<file path="config.mk">
export PLATFORM = sky130hd
export DESIGN_NAME = restart_and_config_access
export DESIGN_NICKNAME = d
export VERILOG_FILES = /design/src/restart_and_config_access.v /design/src/error_log_select.v
export VERILOG_INCLUDE_DIRS = /design/src
export SDC_FILE = /design/constraint.sdc
export NUM_CORES = 1
export LEC_CHECK = 0
export BUFFER_PORTS_ARGS = -buffer_cell sky130_fd_sc_hd__buf_4
export CAP_MARGIN = 25
export CELL_PAD_IN_SITES_DETAIL_PLACEMENT = 1
export CELL_PAD_IN_SITES_GLOBAL_PLACEMENT = 1
export CORE_ASPECT_RATIO = 1.4
export CORE_MARGIN = 4
export CORE_UTILIZATION = 35
export DETAILED_ROUTE_END_ITERATION = 8
export GPL_TIMING_DRIVEN = 0
export PLACE_DENSITY_LB_ADDON = 0.1
export RECOVER_POWER = 25
export SLEW_MARGIN = 5
export SYNTH_ARGS = -nofsm -noshare
export SYNTH_HDL_FRONTEND = slang
export SYNTH_SLANG_ARGS = --single-unit
</file>
<file path="constraint.sdc">
create_clock -name core_clk -period 3.8 [get_ports core_clk]
set_input_delay 1.14 -clock core_clk [delete_from_list [all_inputs] [get_ports core_clk]]
set_output_delay 1.14 -clock core_clk [all_outputs]
set_load 0.02 [all_outputs]
</file>
<file path="src/restart_cfg_regs.vh">
`ifndef RESTART_CFG_REGS_VH
`define RESTART_CFG_REGS_VH

// register offsets on the host register port
`define REG_ERROR_FIRST 8'h20
`define REG_ERROR_LAST 8'h25
`define REG_RESTART_COMMAND 8'h2F
`define REG_CFG_ADDR_LOW 8'h30
`define REG_CFG_ADDR_HIGH 8'h31
`define REG_CFG_DATA_LOW 8'h32
`define REG_CFG_DATA_HIGH 8'h33

// restart command codes
`define CMD_FULL_RESET 8'h00
`define CMD_SHUTDOWN 8'hC0

// reset values
`define CFG_ADDR_RESET 16'h0000
`define CFG_DATA_RESET 16'h0000
`define READ_IDLE_VALUE 8'h00

// nonvolatile error log window in configuration memory
`define NV_LOG_BASE 16'h1000
`define NV_LOG_BYTES 16'h0030
`define CFG_WORD_STEP 16'h0002
`define ERROR_ENTRY_BYTES 6

// shutdown outputs: rails 7:0, general purpose outputs 11:8
`define OUT_COUNT 12
`define SHUT_DELAY_WIDTH 8

// timing
`define CLK_PERIOD_NS 10
`define RESTART_WAIT_US 50
`define RESTART_WAIT_CYCLES ((`RESTART_WAIT_US * 1000 + `CLK_PERIOD_NS - 1) / `CLK_PERIOD_NS)
`define MS_TIME_US 1000
`define MS_CYCLES ((`MS_TIME_US * 1000 + `CLK_PERIOD_NS - 1) / `CLK_PERIOD_NS)
`define SYNC_SETTLE_CYCLES 2'h3

`endif

</file>
<file path="src/restart_and_config_access.v">
`timescale 1ns/10ps
`include "restart_cfg_regs.vh"

// Overview of operation
// RULE_01 - Writing 0x00 to the restart register triggers a full device reset with rail re-sequencing.
// RULE_02 - The reset is issued 50 us after the write so the bus acknowledge can finish.
// RULE_03 - Writing 0xC0 turns off every rail and general purpose output, each after its configured delay.
// RULE_04 - After the commanded shutdown the device does not reset and resumes monitoring.
// RULE_05 - The configuration address is high register bits 15:8 joined to low register bits 7:0.
// RULE_06 - The configuration data word is high register bits 15:8 and low register bits 7:0, for writes and reads.
// RULE_07 - A two-byte write starting at the low address register loads low then high address byte.
// RULE_08 - A two-byte write starting at the low data register loads low then high data byte.
// RULE_09 - After the address is set the stored word appears low byte in low data, high byte in high data.
// RULE_10 - While held in reset with the log-present flag set, error registers read the nonvolatile log.
// RULE_11 - A 48-byte read of memory starting at 0x1000 returns the whole nonvolatile log.
// RULE_12 - The log-present flag is set at reset when the log holds entries and cleared only by a reset finding it empty.
// RULE_13 - An empty error log reads back as all zeros.
// RULE_14 - Any other restart value causes neither reset nor shutdown.
module restart_and_config_access #(
   parameter RESTART_WAIT_CYCLES = `RESTART_WAIT_CYCLES,
   parameter MS_CYCLES = `MS_CYCLES
) (
   // clock and reset
   input wire core_clk,
   input wire sys_rst,
   // host register port, byte by byte from the bus front end
   input wire busAddrLoad,
   input wire [7:0] busAddr,
   input wire busWrStb,
   input wire [7:0] busWrData,
   input wire busRdStb,
   output reg [7:0] busRdData,
   // configuration memory
   output reg cfgMemWrStb,
   output reg cfgMemRdStb,
   output reg [15:0] cfgMemAddr,
   output reg [15:0] cfgMemWrData,
   input wire cfgMemRdValid,
   input wire [15:0] cfgMemRdData,
   // error logs
   input wire [47:0] sramLogEntry,
   input wire sramLogEmpty,
   input wire [47:0] nvLogEntry,
   input wire nvLogEmpty,
   // pins from outside the clock domain
   input wire holdInResetPin,
   input wire nvLogHasEntriesPin,
   // shutdown delays in ms, one byte per output
   input wire [`OUT_COUNT*`SHUT_DELAY_WIDTH-1:0] shutDelayMs,
   // device control
   output reg deviceRestart,
   output wire [`OUT_COUNT-1:0] forceOff,
   output reg monitorPaused,
   output reg nonvolatile_log_present
);

   localparam [1:0] ST_IDLE = 2'b00;
   localparam [1:0] ST_WAIT = 2'b01;
   localparam [1:0] ST_SHUT = 2'b10;
   localparam [16:0] RESTART_LAST = RESTART_WAIT_CYCLES[16:0] - 17'h00001;
   localparam [16:0] MS_LAST = MS_CYCLES[16:0] - 17'h00001;

   reg [7:0] ptr;
   reg [7:0] cfg_addr_low;
   reg [7:0] cfg_addr_high;
   reg [7:0] cfg_data_low;
   reg [7:0] cfg_data_high;
   reg [1:0] state;
   reg [16:0] waitCount;
   reg [16:0] msCount;
   reg [7:0] shutElapsed;
   reg holdMeta, holdSync, nvMeta, nvSync;
   reg [1:0] settleCount;
   reg [7:0] next_ptr;
   reg [7:0] readValue;
   wire [7:0] logByte;
   wire [7:0] curPtr;
   wire [15:0] cfgAddr;
   wire [15:0] logEnd;
   wire [2:0] errIndex;
   wire inLogWindow;
   wire allOff;

   // a new transfer restarts the pointer, later bytes auto-increment only within the error set and the 16-bit pairs
   assign curPtr = busAddrLoad ? busAddr : ptr;
   // RULE_05 address assembly
   assign cfgAddr = {cfg_addr_high, cfg_addr_low};
   assign logEnd = `NV_LOG_BASE + `NV_LOG_BYTES;
   assign inLogWindow = (cfgAddr >= `NV_LOG_BASE) && (cfgAddr < logEnd);
   assign errIndex = curPtr[2:0];

   // 16-bit pairs wrap back on themselves, the error set wraps after six
   always @* begin
      case (curPtr)
         `REG_ERROR_LAST: next_ptr = `REG_ERROR_FIRST;
         // RULE_07 address pair increment
         `REG_CFG_ADDR_LOW: next_ptr = `REG_CFG_ADDR_HIGH;
         `REG_CFG_ADDR_HIGH: next_ptr = `REG_CFG_ADDR_LOW;
         // RULE_08 data pair increment
         `REG_CFG_DATA_LOW: next_ptr = `REG_CFG_DATA_HIGH;
         `REG_CFG_DATA_HIGH: next_ptr = `REG_CFG_DATA_LOW;
         default: begin
            if (curPtr >= `REG_ERROR_FIRST && curPtr < `REG_ERROR_LAST) begin
               next_ptr = curPtr + 8'h01;
            end else begin
               next_ptr = curPtr;
            end
         end
      endcase
   end

   error_log_select logSel (
      .holdInReset(holdSync),
      .nvLogPresent(nonvolatile_log_present),
      .sramLogEntry(sramLogEntry),
      .sramLogEmpty(sramLogEmpty),
      .nvLogEntry(nvLogEntry),
      .nvLogEmpty(nvLogEmpty),
      .byteIndex(errIndex),
      .logByte(logByte)
   );

   always @* begin
      case (curPtr)
         `REG_CFG_ADDR_LOW: readValue = cfg_addr_low;
         `REG_CFG_ADDR_HIGH: readValue = cfg_addr_high;
         // RULE_06 data halves on read
         `REG_CFG_DATA_LOW: readValue = cfg_data_low;
         `REG_CFG_DATA_HIGH: readValue = cfg_data_high;
         default: begin
            if (curPtr >= `REG_ERROR_FIRST && curPtr <= `REG_ERROR_LAST) begin
               readValue = logByte;
            end else begin
               readValue = `READ_IDLE_VALUE;
            end
         end
      endcase
   end

   // pin synchronisers
   always @(posedge core_clk) begin
      if (sys_rst) begin
         holdMeta <= 1'b0;
         holdSync <= 1'b0;
         nvMeta <= 1'b0;
         nvSync <= 1'b0;
      end else begin
         holdMeta <= holdInResetPin;
         holdSync <= holdMeta;
         nvMeta <= nvLogHasEntriesPin;
         nvSync <= nvMeta;
      end
   end

   // flag survives reset; only the capture after a reset or while held in reset may change it
   always @(posedge core_clk) begin
      if (sys_rst) begin
         settleCount <= 2'h0;
      end else if (settleCount != `SYNC_SETTLE_CYCLES) begin
         settleCount <= settleCount + 2'h1;
      end
   end

   always @(posedge core_clk) begin
      // RULE_12 capture log presence
      if (!sys_rst && (holdSync || settleCount == 2'h2)) begin
         nonvolatile_log_present <= nvSync;
      end
   end

   // register bus and configuration memory
   always @(posedge core_clk) begin
      if (sys_rst) begin
         ptr <= 8'h00;
         busRdData <= `READ_IDLE_VALUE;
         {cfg_addr_high, cfg_addr_low} <= `CFG_ADDR_RESET;
         {cfg_data_high, cfg_data_low} <= `CFG_DATA_RESET;
         cfgMemWrStb <= 1'b0;
         cfgMemRdStb <= 1'b0;
         cfgMemAddr <= `CFG_ADDR_RESET;
         cfgMemWrData <= `CFG_DATA_RESET;
      end else begin
         cfgMemWrStb <= 1'b0;
         cfgMemRdStb <= 1'b0;
         if (busAddrLoad && !busWrStb && !busRdStb) begin
            ptr <= busAddr;
         end
         if (busWrStb) begin
            ptr <= next_ptr;
            case (curPtr)
               `REG_CFG_ADDR_LOW: cfg_addr_low <= busWrData;
               `REG_CFG_ADDR_HIGH: begin
                  cfg_addr_high <= busWrData;
                  // RULE_09 fetch word once address complete
                  cfgMemRdStb <= 1'b1;
                  cfgMemAddr <= {busWrData, cfg_addr_low};
               end
               `REG_CFG_DATA_LOW: cfg_data_low <= busWrData;
               `REG_CFG_DATA_HIGH: begin
                  // RULE_06 full word written
                  cfg_data_high <= busWrData;
                  cfgMemWrStb <= 1'b1;
                  cfgMemAddr <= cfgAddr;
                  cfgMemWrData <= {busWrData, cfg_data_low};
               end
               default: begin
               end
            endcase
         end else if (busRdStb) begin
            ptr <= next_ptr;
            busRdData <= readValue;
            // RULE_11 stream log words on high byte read
            if (curPtr == `REG_CFG_DATA_HIGH && inLogWindow) begin
               {cfg_addr_high, cfg_addr_low} <= cfgAddr + `CFG_WORD_STEP;
               cfgMemRdStb <= 1'b1;
               cfgMemAddr <= cfgAddr + `CFG_WORD_STEP;
            end
         end
         // RULE_09 returned word into data halves
         if (cfgMemRdValid) begin
            cfg_data_low <= cfgMemRdData[7:0];
            cfg_data_high <= cfgMemRdData[15:8];
         end
      end
   end

   // restart and shutdown sequencing
   always @(posedge core_clk) begin
      if (sys_rst) begin
         state <= ST_IDLE;
         waitCount <= 17'h00000;
         msCount <= 17'h00000;
         shutElapsed <= 8'h00;
         deviceRestart <= 1'b0;
         monitorPaused <= 1'b0;
      end else begin
         case (state)
            ST_IDLE: begin
               if (busWrStb && curPtr == `REG_RESTART_COMMAND) begin
                  // RULE_01 reset command
                  if (busWrData == `CMD_FULL_RESET) begin
                     state <= ST_WAIT;
                     waitCount <= 17'h00000;
                  // RULE_03 shutdown command
                  end else if (busWrData == `CMD_SHUTDOWN) begin
                     state <= ST_SHUT;
                     msCount <= 17'h00000;
                     shutElapsed <= 8'h00;
                     monitorPaused <= 1'b1;
                  end
                  // RULE_14 other codes ignored
               end
            end
            ST_WAIT: begin
               // RULE_02 hold off so the acknowledge completes
               if (waitCount == RESTART_LAST) begin
                  deviceRestart <= 1'b1;
               end else begin
                  waitCount <= waitCount + 17'h00001;
               end
            end
            ST_SHUT: begin
               if (msCount == MS_LAST) begin
                  msCount <= 17'h00000;
                  if (shutElapsed != 8'hFF) begin
                     shutElapsed <= shutElapsed + 8'h01;
                  end
               end else begin
                  msCount <= msCount + 17'h00001;
               end
               // RULE_04 back to monitoring, no reset
               if (allOff) begin
                  state <= ST_IDLE;
                  monitorPaused <= 1'b0;
               end
            end
            default: state <= ST_IDLE;
         endcase
      end
   end

   // outputs stay off after shutdown until the next device reset
   genvar ch;
   generate
      for (ch = 0; ch < `OUT_COUNT; ch = ch + 1) begin : offChan
         reg offFlag;
         wire [7:0] delay;
         assign delay = shutDelayMs[ch*`SHUT_DELAY_WIDTH +: `SHUT_DELAY_WIDTH];
         always @(posedge core_clk) begin
            if (sys_rst) begin
               offFlag <= 1'b0;
            // RULE_03 per-output delay
            end else if (state == ST_SHUT && shutElapsed >= delay) begin
               offFlag <= 1'b1;
            end
         end
         assign forceOff[ch] = offFlag;
      end
   endgenerate

   assign allOff = &forceOff;

endmodule // restart_and_config_access

</file>
<file path="src/error_log_select.v">
`timescale 1ns/10ps
`include "restart_cfg_regs.vh"

module error_log_select (
   // source selection
   input wire holdInReset,
   input wire nvLogPresent,
   // log heads
   input wire [47:0] sramLogEntry,
   input wire sramLogEmpty,
   input wire [47:0] nvLogEntry,
   input wire nvLogEmpty,
   // byte select
   input wire [2:0] byteIndex,
   output reg [7:0] logByte
);

   reg [47:0] entry;
   reg empty;

   always @* begin
      // RULE_10 flash log in reset
      if (holdInReset && nvLogPresent) begin
         entry = nvLogEntry;
         empty = nvLogEmpty;
      end else begin
         entry = sramLogEntry;
         empty = sramLogEmpty;
      end
      // RULE_13 empty reads zero
      if (empty || byteIndex >= `ERROR_ENTRY_BYTES) begin
         logByte = 8'h00;
      end else begin
         logByte = entry[byteIndex * 8 +: 8];
      end
   end

endmodule // error_log_select

</file>
Word-level counts from Yosys, hierarchy flattened
Index checks and enable logic that the tools add are counted.

operators by class
  $add $sub $neg = 6
  bitwise operators = 2
  shift-type cells = 1
  order comparisons = 18
  eq/ne operators = 26
  multiplexer cells = 59
  reduce and logical (&&, ||, !) cells = 51

operator list
  kind                   number
  $mux 8                 26
  $mux 17                7
  $ge 8x8->1             12
  $pmux 17 s2            2
  $eq 8x6->1 const B     6
  $mux 16                3
  $mux 48                1
  $shiftx 48x7->8        1
  $pmux 8 s5             1
  $add 17x1->17 const B  2
  $pmux 16 s2            1
  $pmux 8 s4             1
  $logic_and 1x1->1      21
  $ne 2x2->1 const B     9
  $eq 17x13->1 const B   1
  $eq 17x17->1 const B   1
  $add 16x2->16 const B  1
  $add 8x1->8 const B    2
  $ge 16x13->1 const B   1
  $lt 16x13->1 const B   1
  $pmux 8 s2             1
  $reduce_bool 2->1      7
  $reduce_and 12->1      1
  $reduce_and 4->1       3
  other kinds (27)       51

storage, ports and cells
  register bits after elaboration = 147
  logic and storage cells = 197
  bits of input ports = 234

Depth between registers and ports, before layout
  depth in word-level cells = 7
  mapped depth = 14
  depth with buffers taken out = 9

Hierarchy
From an unflattened synthesis, not the netlist that was laid out.

second synthesis, totals
  cell total of the unflattened synthesis = 1235
  area total of the unflattened synthesis = 10168.5 sq um

by module, submodules not included
  module                     sequential area each (sq um)  area an instance (sq um)  instances  cells each
  restart_and_config_access  2952.8                        9142.5                    1          1121
  error_log_select           0.0                           1026.0                    1          114

Least setup slack after synthesis
OpenSTA, ideal clock, no wires.

  path kind = input port to flip-flop
  start point = in busAddrLoad
  end point = reg cfg_data_high[3]
  data arrival time = 3.880 ns
  buffers on the path = 5
  setup slack = -0.171 ns
  stages on the path = 13
  cells stage by stage = buf_6 -> buf_2 -> mux2i_1 -> clkbuf_1 -> buf_2 -> inv_1 -> ha_1 -> o21ai_0 -> a21oi_1 -> nand2_1 -> buf_2 -> nand2_1 -> a311oi_1

between the ends
  longest elaborated chain between the ends = 4

RTL lines
  what                         line                             text
  start, declared              restart_and_config_access.v:27   input wire busAddrLoad,
  $mux 8                       restart_and_config_access.v:85   assign curPtr = busAddrLoad ? busAddr : ptr;
  $eq 8x6->1                   restart_and_config_access.v:190  case (curPtr)
  $reduce_bool 2->1 (no line)  n/a
  $reduce_and 2->1 (no line)   n/a
  end signal, assigned         restart_and_config_access.v:177  {cfg_data_high, cfg_data_low} <= `CFG_DATA_RESET;
  end signal, assigned         restart_and_config_access.v:201  cfg_data_high <= busWrData;
  end signal, assigned         restart_and_config_access.v:222  cfg_data_high <= cfgMemRdData[15:8];
  end, declared                restart_and_config_access.v:67   reg [7:0] cfg_data_high;

No other way between the ends.
A chain may end at the register's enable or synchronous reset.

Final worst setup path
  start point = in busAddrLoad
  end point = reg waitCount[4]

between the ends
  longest elaborated chain between the ends = 5

RTL lines
  what                         line                             text
  $mux 8                       restart_and_config_access.v:85
  $eq 8x6->1 (no line)         n/a
  $logic_and 1x1->1 (no line)  n/a
  $ne 2x2->1 (no line)         n/a
  $reduce_and 4->1 (no line)   n/a
  end signal, assigned         restart_and_config_access.v:259  waitCount <= waitCount + 17'h00001;
  end, declared                restart_and_config_access.v:69   reg [16:0] waitCount;

No other way between the ends.

==> reports/results.txt <==
Status: completed
WS Path Type: in2reg
Clk root buf: clkbuf_16
Finished Core Util: 46.9%
Critical path fanouts, max: 18
Number of library cell types mapped by synthesis: 83
Number of synthesized flops with an enable pin: 1
Origin of the critical flop-to-flop path: ptr[1]
CTS tree: built
Pre-Repair DR Iteration Count: 7
Yosys warning total: 0
Number of buffers created by CTS: 17
First-pass GRT wire length: 61500 um
FF+latch count, synth: 147
DRC: 0
Maximum vdd drop: 0.412 mV
Hold Vio Cnt, Final: 0
Initial Util: 35.6%
Die Ht: 210 um
Synth Instances: 1284
Largest net degree at the start of global routing: 19
Power Dens Cells: 311 nW/um^2
Layout Cells excl Fill: 1981
H-tree depth: 4
Commonest non-fill, non-tap cell in the layout: buf_4
Placed cell count: 1948
Max-slew violation count: 0
Startpoint types: input pin
Nets: 1932
Clock Power Share: 46.8%
TritonCTS Sinks: 147
Initial antenna violation count: 1
Type of the tightest min-delay check: reg2reg
Crit path arrival time: 3900 ps
Internal power: 0.00311 W
Post-DR wirelength/cell: 19.9 um
Dpl hpwl: 30900 um
Area of the core: 28600 um^2
Drt initial violations: 548
Worst setup path start: busAddrLoad
I/O pin cnt: 291
Combinational share of power: 14.8%
# rows: 73
Tmin final: 3580 ps
Clock buffer depth: 2
Finish-stage setup viols: 0
Layout cells sized above 1: 21.5%
Critical path's largest stage delay: 370 ps
ANT nets after route: 0
Final wirelength: 39400 um
Seq pwr share: 38.4%
Dominant synthesized flop cell: dfxtp_1
Clk Latency, worst-skew pair: 440 ps
Die width: 152 um
FMAX: 0.280 GHz
Hold path start: nvSync
# Max-Cap Violations: 0
Global route overflow: 0
Ys async rst share: 0%
Gr usage total: 23.9%
Worst-path cell chain: buf_6, mux2i_2, inv_2, clkbuf_4, ha_2, nor4bb_1, nand3_1, nor4_4, or2_2, clkbuf_2, nor2_1, mux2_2
Clock skew: 9.37 ps
Synthesized cell area: 10200 um^2
Number of global-route vias before repair: 11144
Worst setup EP type: flip-flop
Syn_nets: 1624
Leakage: 6.04 nW
Area delta synth->final: 31.7%
Slew headroom: 43.7%
Clock Pin Slew Worst Setup and Hold Paths: 60 ps
Total die area: 31900 um^2
Sequential element share of the synthesized area: 29.0%
Commonest non-fill, non-tap cells in the layout: 261 x buf_4, 150 x nand2_1, 146 x dfxtp_1
CP delay by family, top: simple AND/OR/NAND/NOR gates
RSZ-0062 raised after global routing: no
DR vias: 10712
Routability congestion estimate: 0.894
Number of fill cells: 3532
I/O Buffers: 289
Switching Fraction: 25.3%
Vias per std cell: 5.41
Syn Area/Cell: 7.94 um^2
Sw Pwr: 0.00105 W
Least-Margin Pin Slew: 843 ps
Worst Path Required: 4120 ps
Worst Path Buf+Inv: 4
Slowest cell on crit path: nor4_4
Final worst path period share: 94.1%
[through the flow]
step | total power [W] | hold slack (ps) | setup slack [ps] | area (um^2) | setup TNS [ps]
finish | 0.00417 | 415 | 223 | 13400 | 0
floorplan | 0.00192 | 386 | 13.0 | 10200 | 0
global route | 0.00433 | 443 | 28.3 | 13400 | 0
global placement | 0.00224 | 393 | -987 | 12900 | -77930
CTS | 0.00420 | 419 | 244 | 13600 | 0
detailed placement | 0.00225 | 402 | -994 | 12900 | -77570
[power by group through the flow]
stage	combinational [W]	clock [W]	sequential, W
final	0.000618	0.00195	0.00160
after floorplan	0.000289	0	0.00163
after global routing	0.000684	0.00204	0.00160
after global placement	0.000605	0	0.00163
after detailed placement	0.000619	0	0.00163
after CTS	0.000627	0.00198	0.00160
[timing repair]
item	4_1_cts	5_1_grt
gates resized for setup	11	0
setup buffers	2	0
hold buffers	0	0
endpoints found under the setup margin	98	0
[registers in the layout, summed over array words and instances (netlist names), 12 cells and up]
| signal | cells |
|---|---|
| cfgMemWrData | 16 |
| cfgMemAddr | 16 |
| offChan.offFlag | 12 |
| waitCount | 17 |
| msCount | 17 |
[cells in the mapped netlist, types with 3 or more instances]
library cell	instances	share of area (%)
and4_1	3	0.26
nand3b_1	3	0.22
nor2b_1	8	0.49
a21o_1	27	2.0
a31oi_1	25	1.5
buf_4	14	1.0
a211oi_1	50	3.7
nand3_1	28	1.4
a21oi_2	3	0.26
nor3_1	32	1.6
or3_1	16	0.98
a211oi_2	3	0.37
o22ai_1	4	0.25
a311oi_1	20	1.7
or4_1	3	0.22
buf_1	3	0.11
o2bb2ai_1	5	0.43
ha_1	106	13
and3_1	29	1.8
mux2_2	5	0.55
nor3b_1	3	0.22
clkbuf_1	51	1.9
o21ai_0	51	2.5
xor2_1	17	1.5
a222oi_1	8	0.79
inv_1	97	3.6
nor4_1	14	0.86
a211o_1	7	0.60
buf_2	6	0.29
xnor2_1	17	1.5
and2_1	7	0.43
mux2i_1	26	2.6
o31ai_1	5	0.37
nand2_1	151	5.6
or2_2	5	0.31
buf_6	4	0.44
o211ai_1	3	0.22
a21oi_1	82	4.0
dfxtp_1	146	29
nand4_1	20	1.2
nor2_1	111	4.1
nand2b_1	15	0.92
[per-layer routing]
metal	track usage (%)	routed length, um	share of wire (%)	up-vias
met5	0	0	0	-
met4	8.53	1220	3.1	0
met3	4.08	1650	4.2	61
met2	42.8	20000	51	260
met1	28.8	16500	42	5165
li1	-	-	-	5226
[worst register-to-register path: cells and delay by family (launching register included)]
family	cells	cell delay (ps)
multiplexers	2	410
flip-flops	1	320
AND/OR/NAND/NOR	5	1140
buffers and inverters	3	660
adder cells (fa/ha/maj)	1	300
[layout make-up]
| cell class | count | area, um^2 | area share [%] |
|---|---|---|---|
| Buffer | 76 | 382 | 2.84 |
| Timing Repair Buffer | 291 | 2020 | 15.0 |
| Tap cell | 375 | 469 | 3.50 |
| Inverter | 99 | 372 | 2.77 |
| Multi-Input combinational cell | 960 | 6550 | 48.8 |
| Clock buffer | 20 | 478 | 3.56 |
| Clock inverter | 12 | 200 | 1.49 |
| Antenna cell | 1 | 2.50 | 0.0187 |
| Sequential cell | 147 | 2950 | 22.0 |
[logic make-up after synthesis]
| kind of cell | count (synthesis) | synth area share, % |
|---|---|---|
| buf+inv | 177 | 7.40 |
| simple gates | 461 | 22.0 |
| flops | 147 | 29.0 |
| xor+xnor | 34 | 2.92 |
| compound gates | 326 | 22.1 |
| fa+ha+maj | 106 | 13.0 |
| mux | 33 | 3.55 |
[worst paths after layout]
path | cells past startpoint | slack (ps) | endpoint
max | 12 | 220 | waitCount[4]
min | 0 | 420 | nonvolatile_log_present
max reg2reg | 11 | 860 | waitCount[4]
min reg2reg | 0 | 420 | nonvolatile_log_present
No activity file was read; power rests on OpenSTA's default activity.
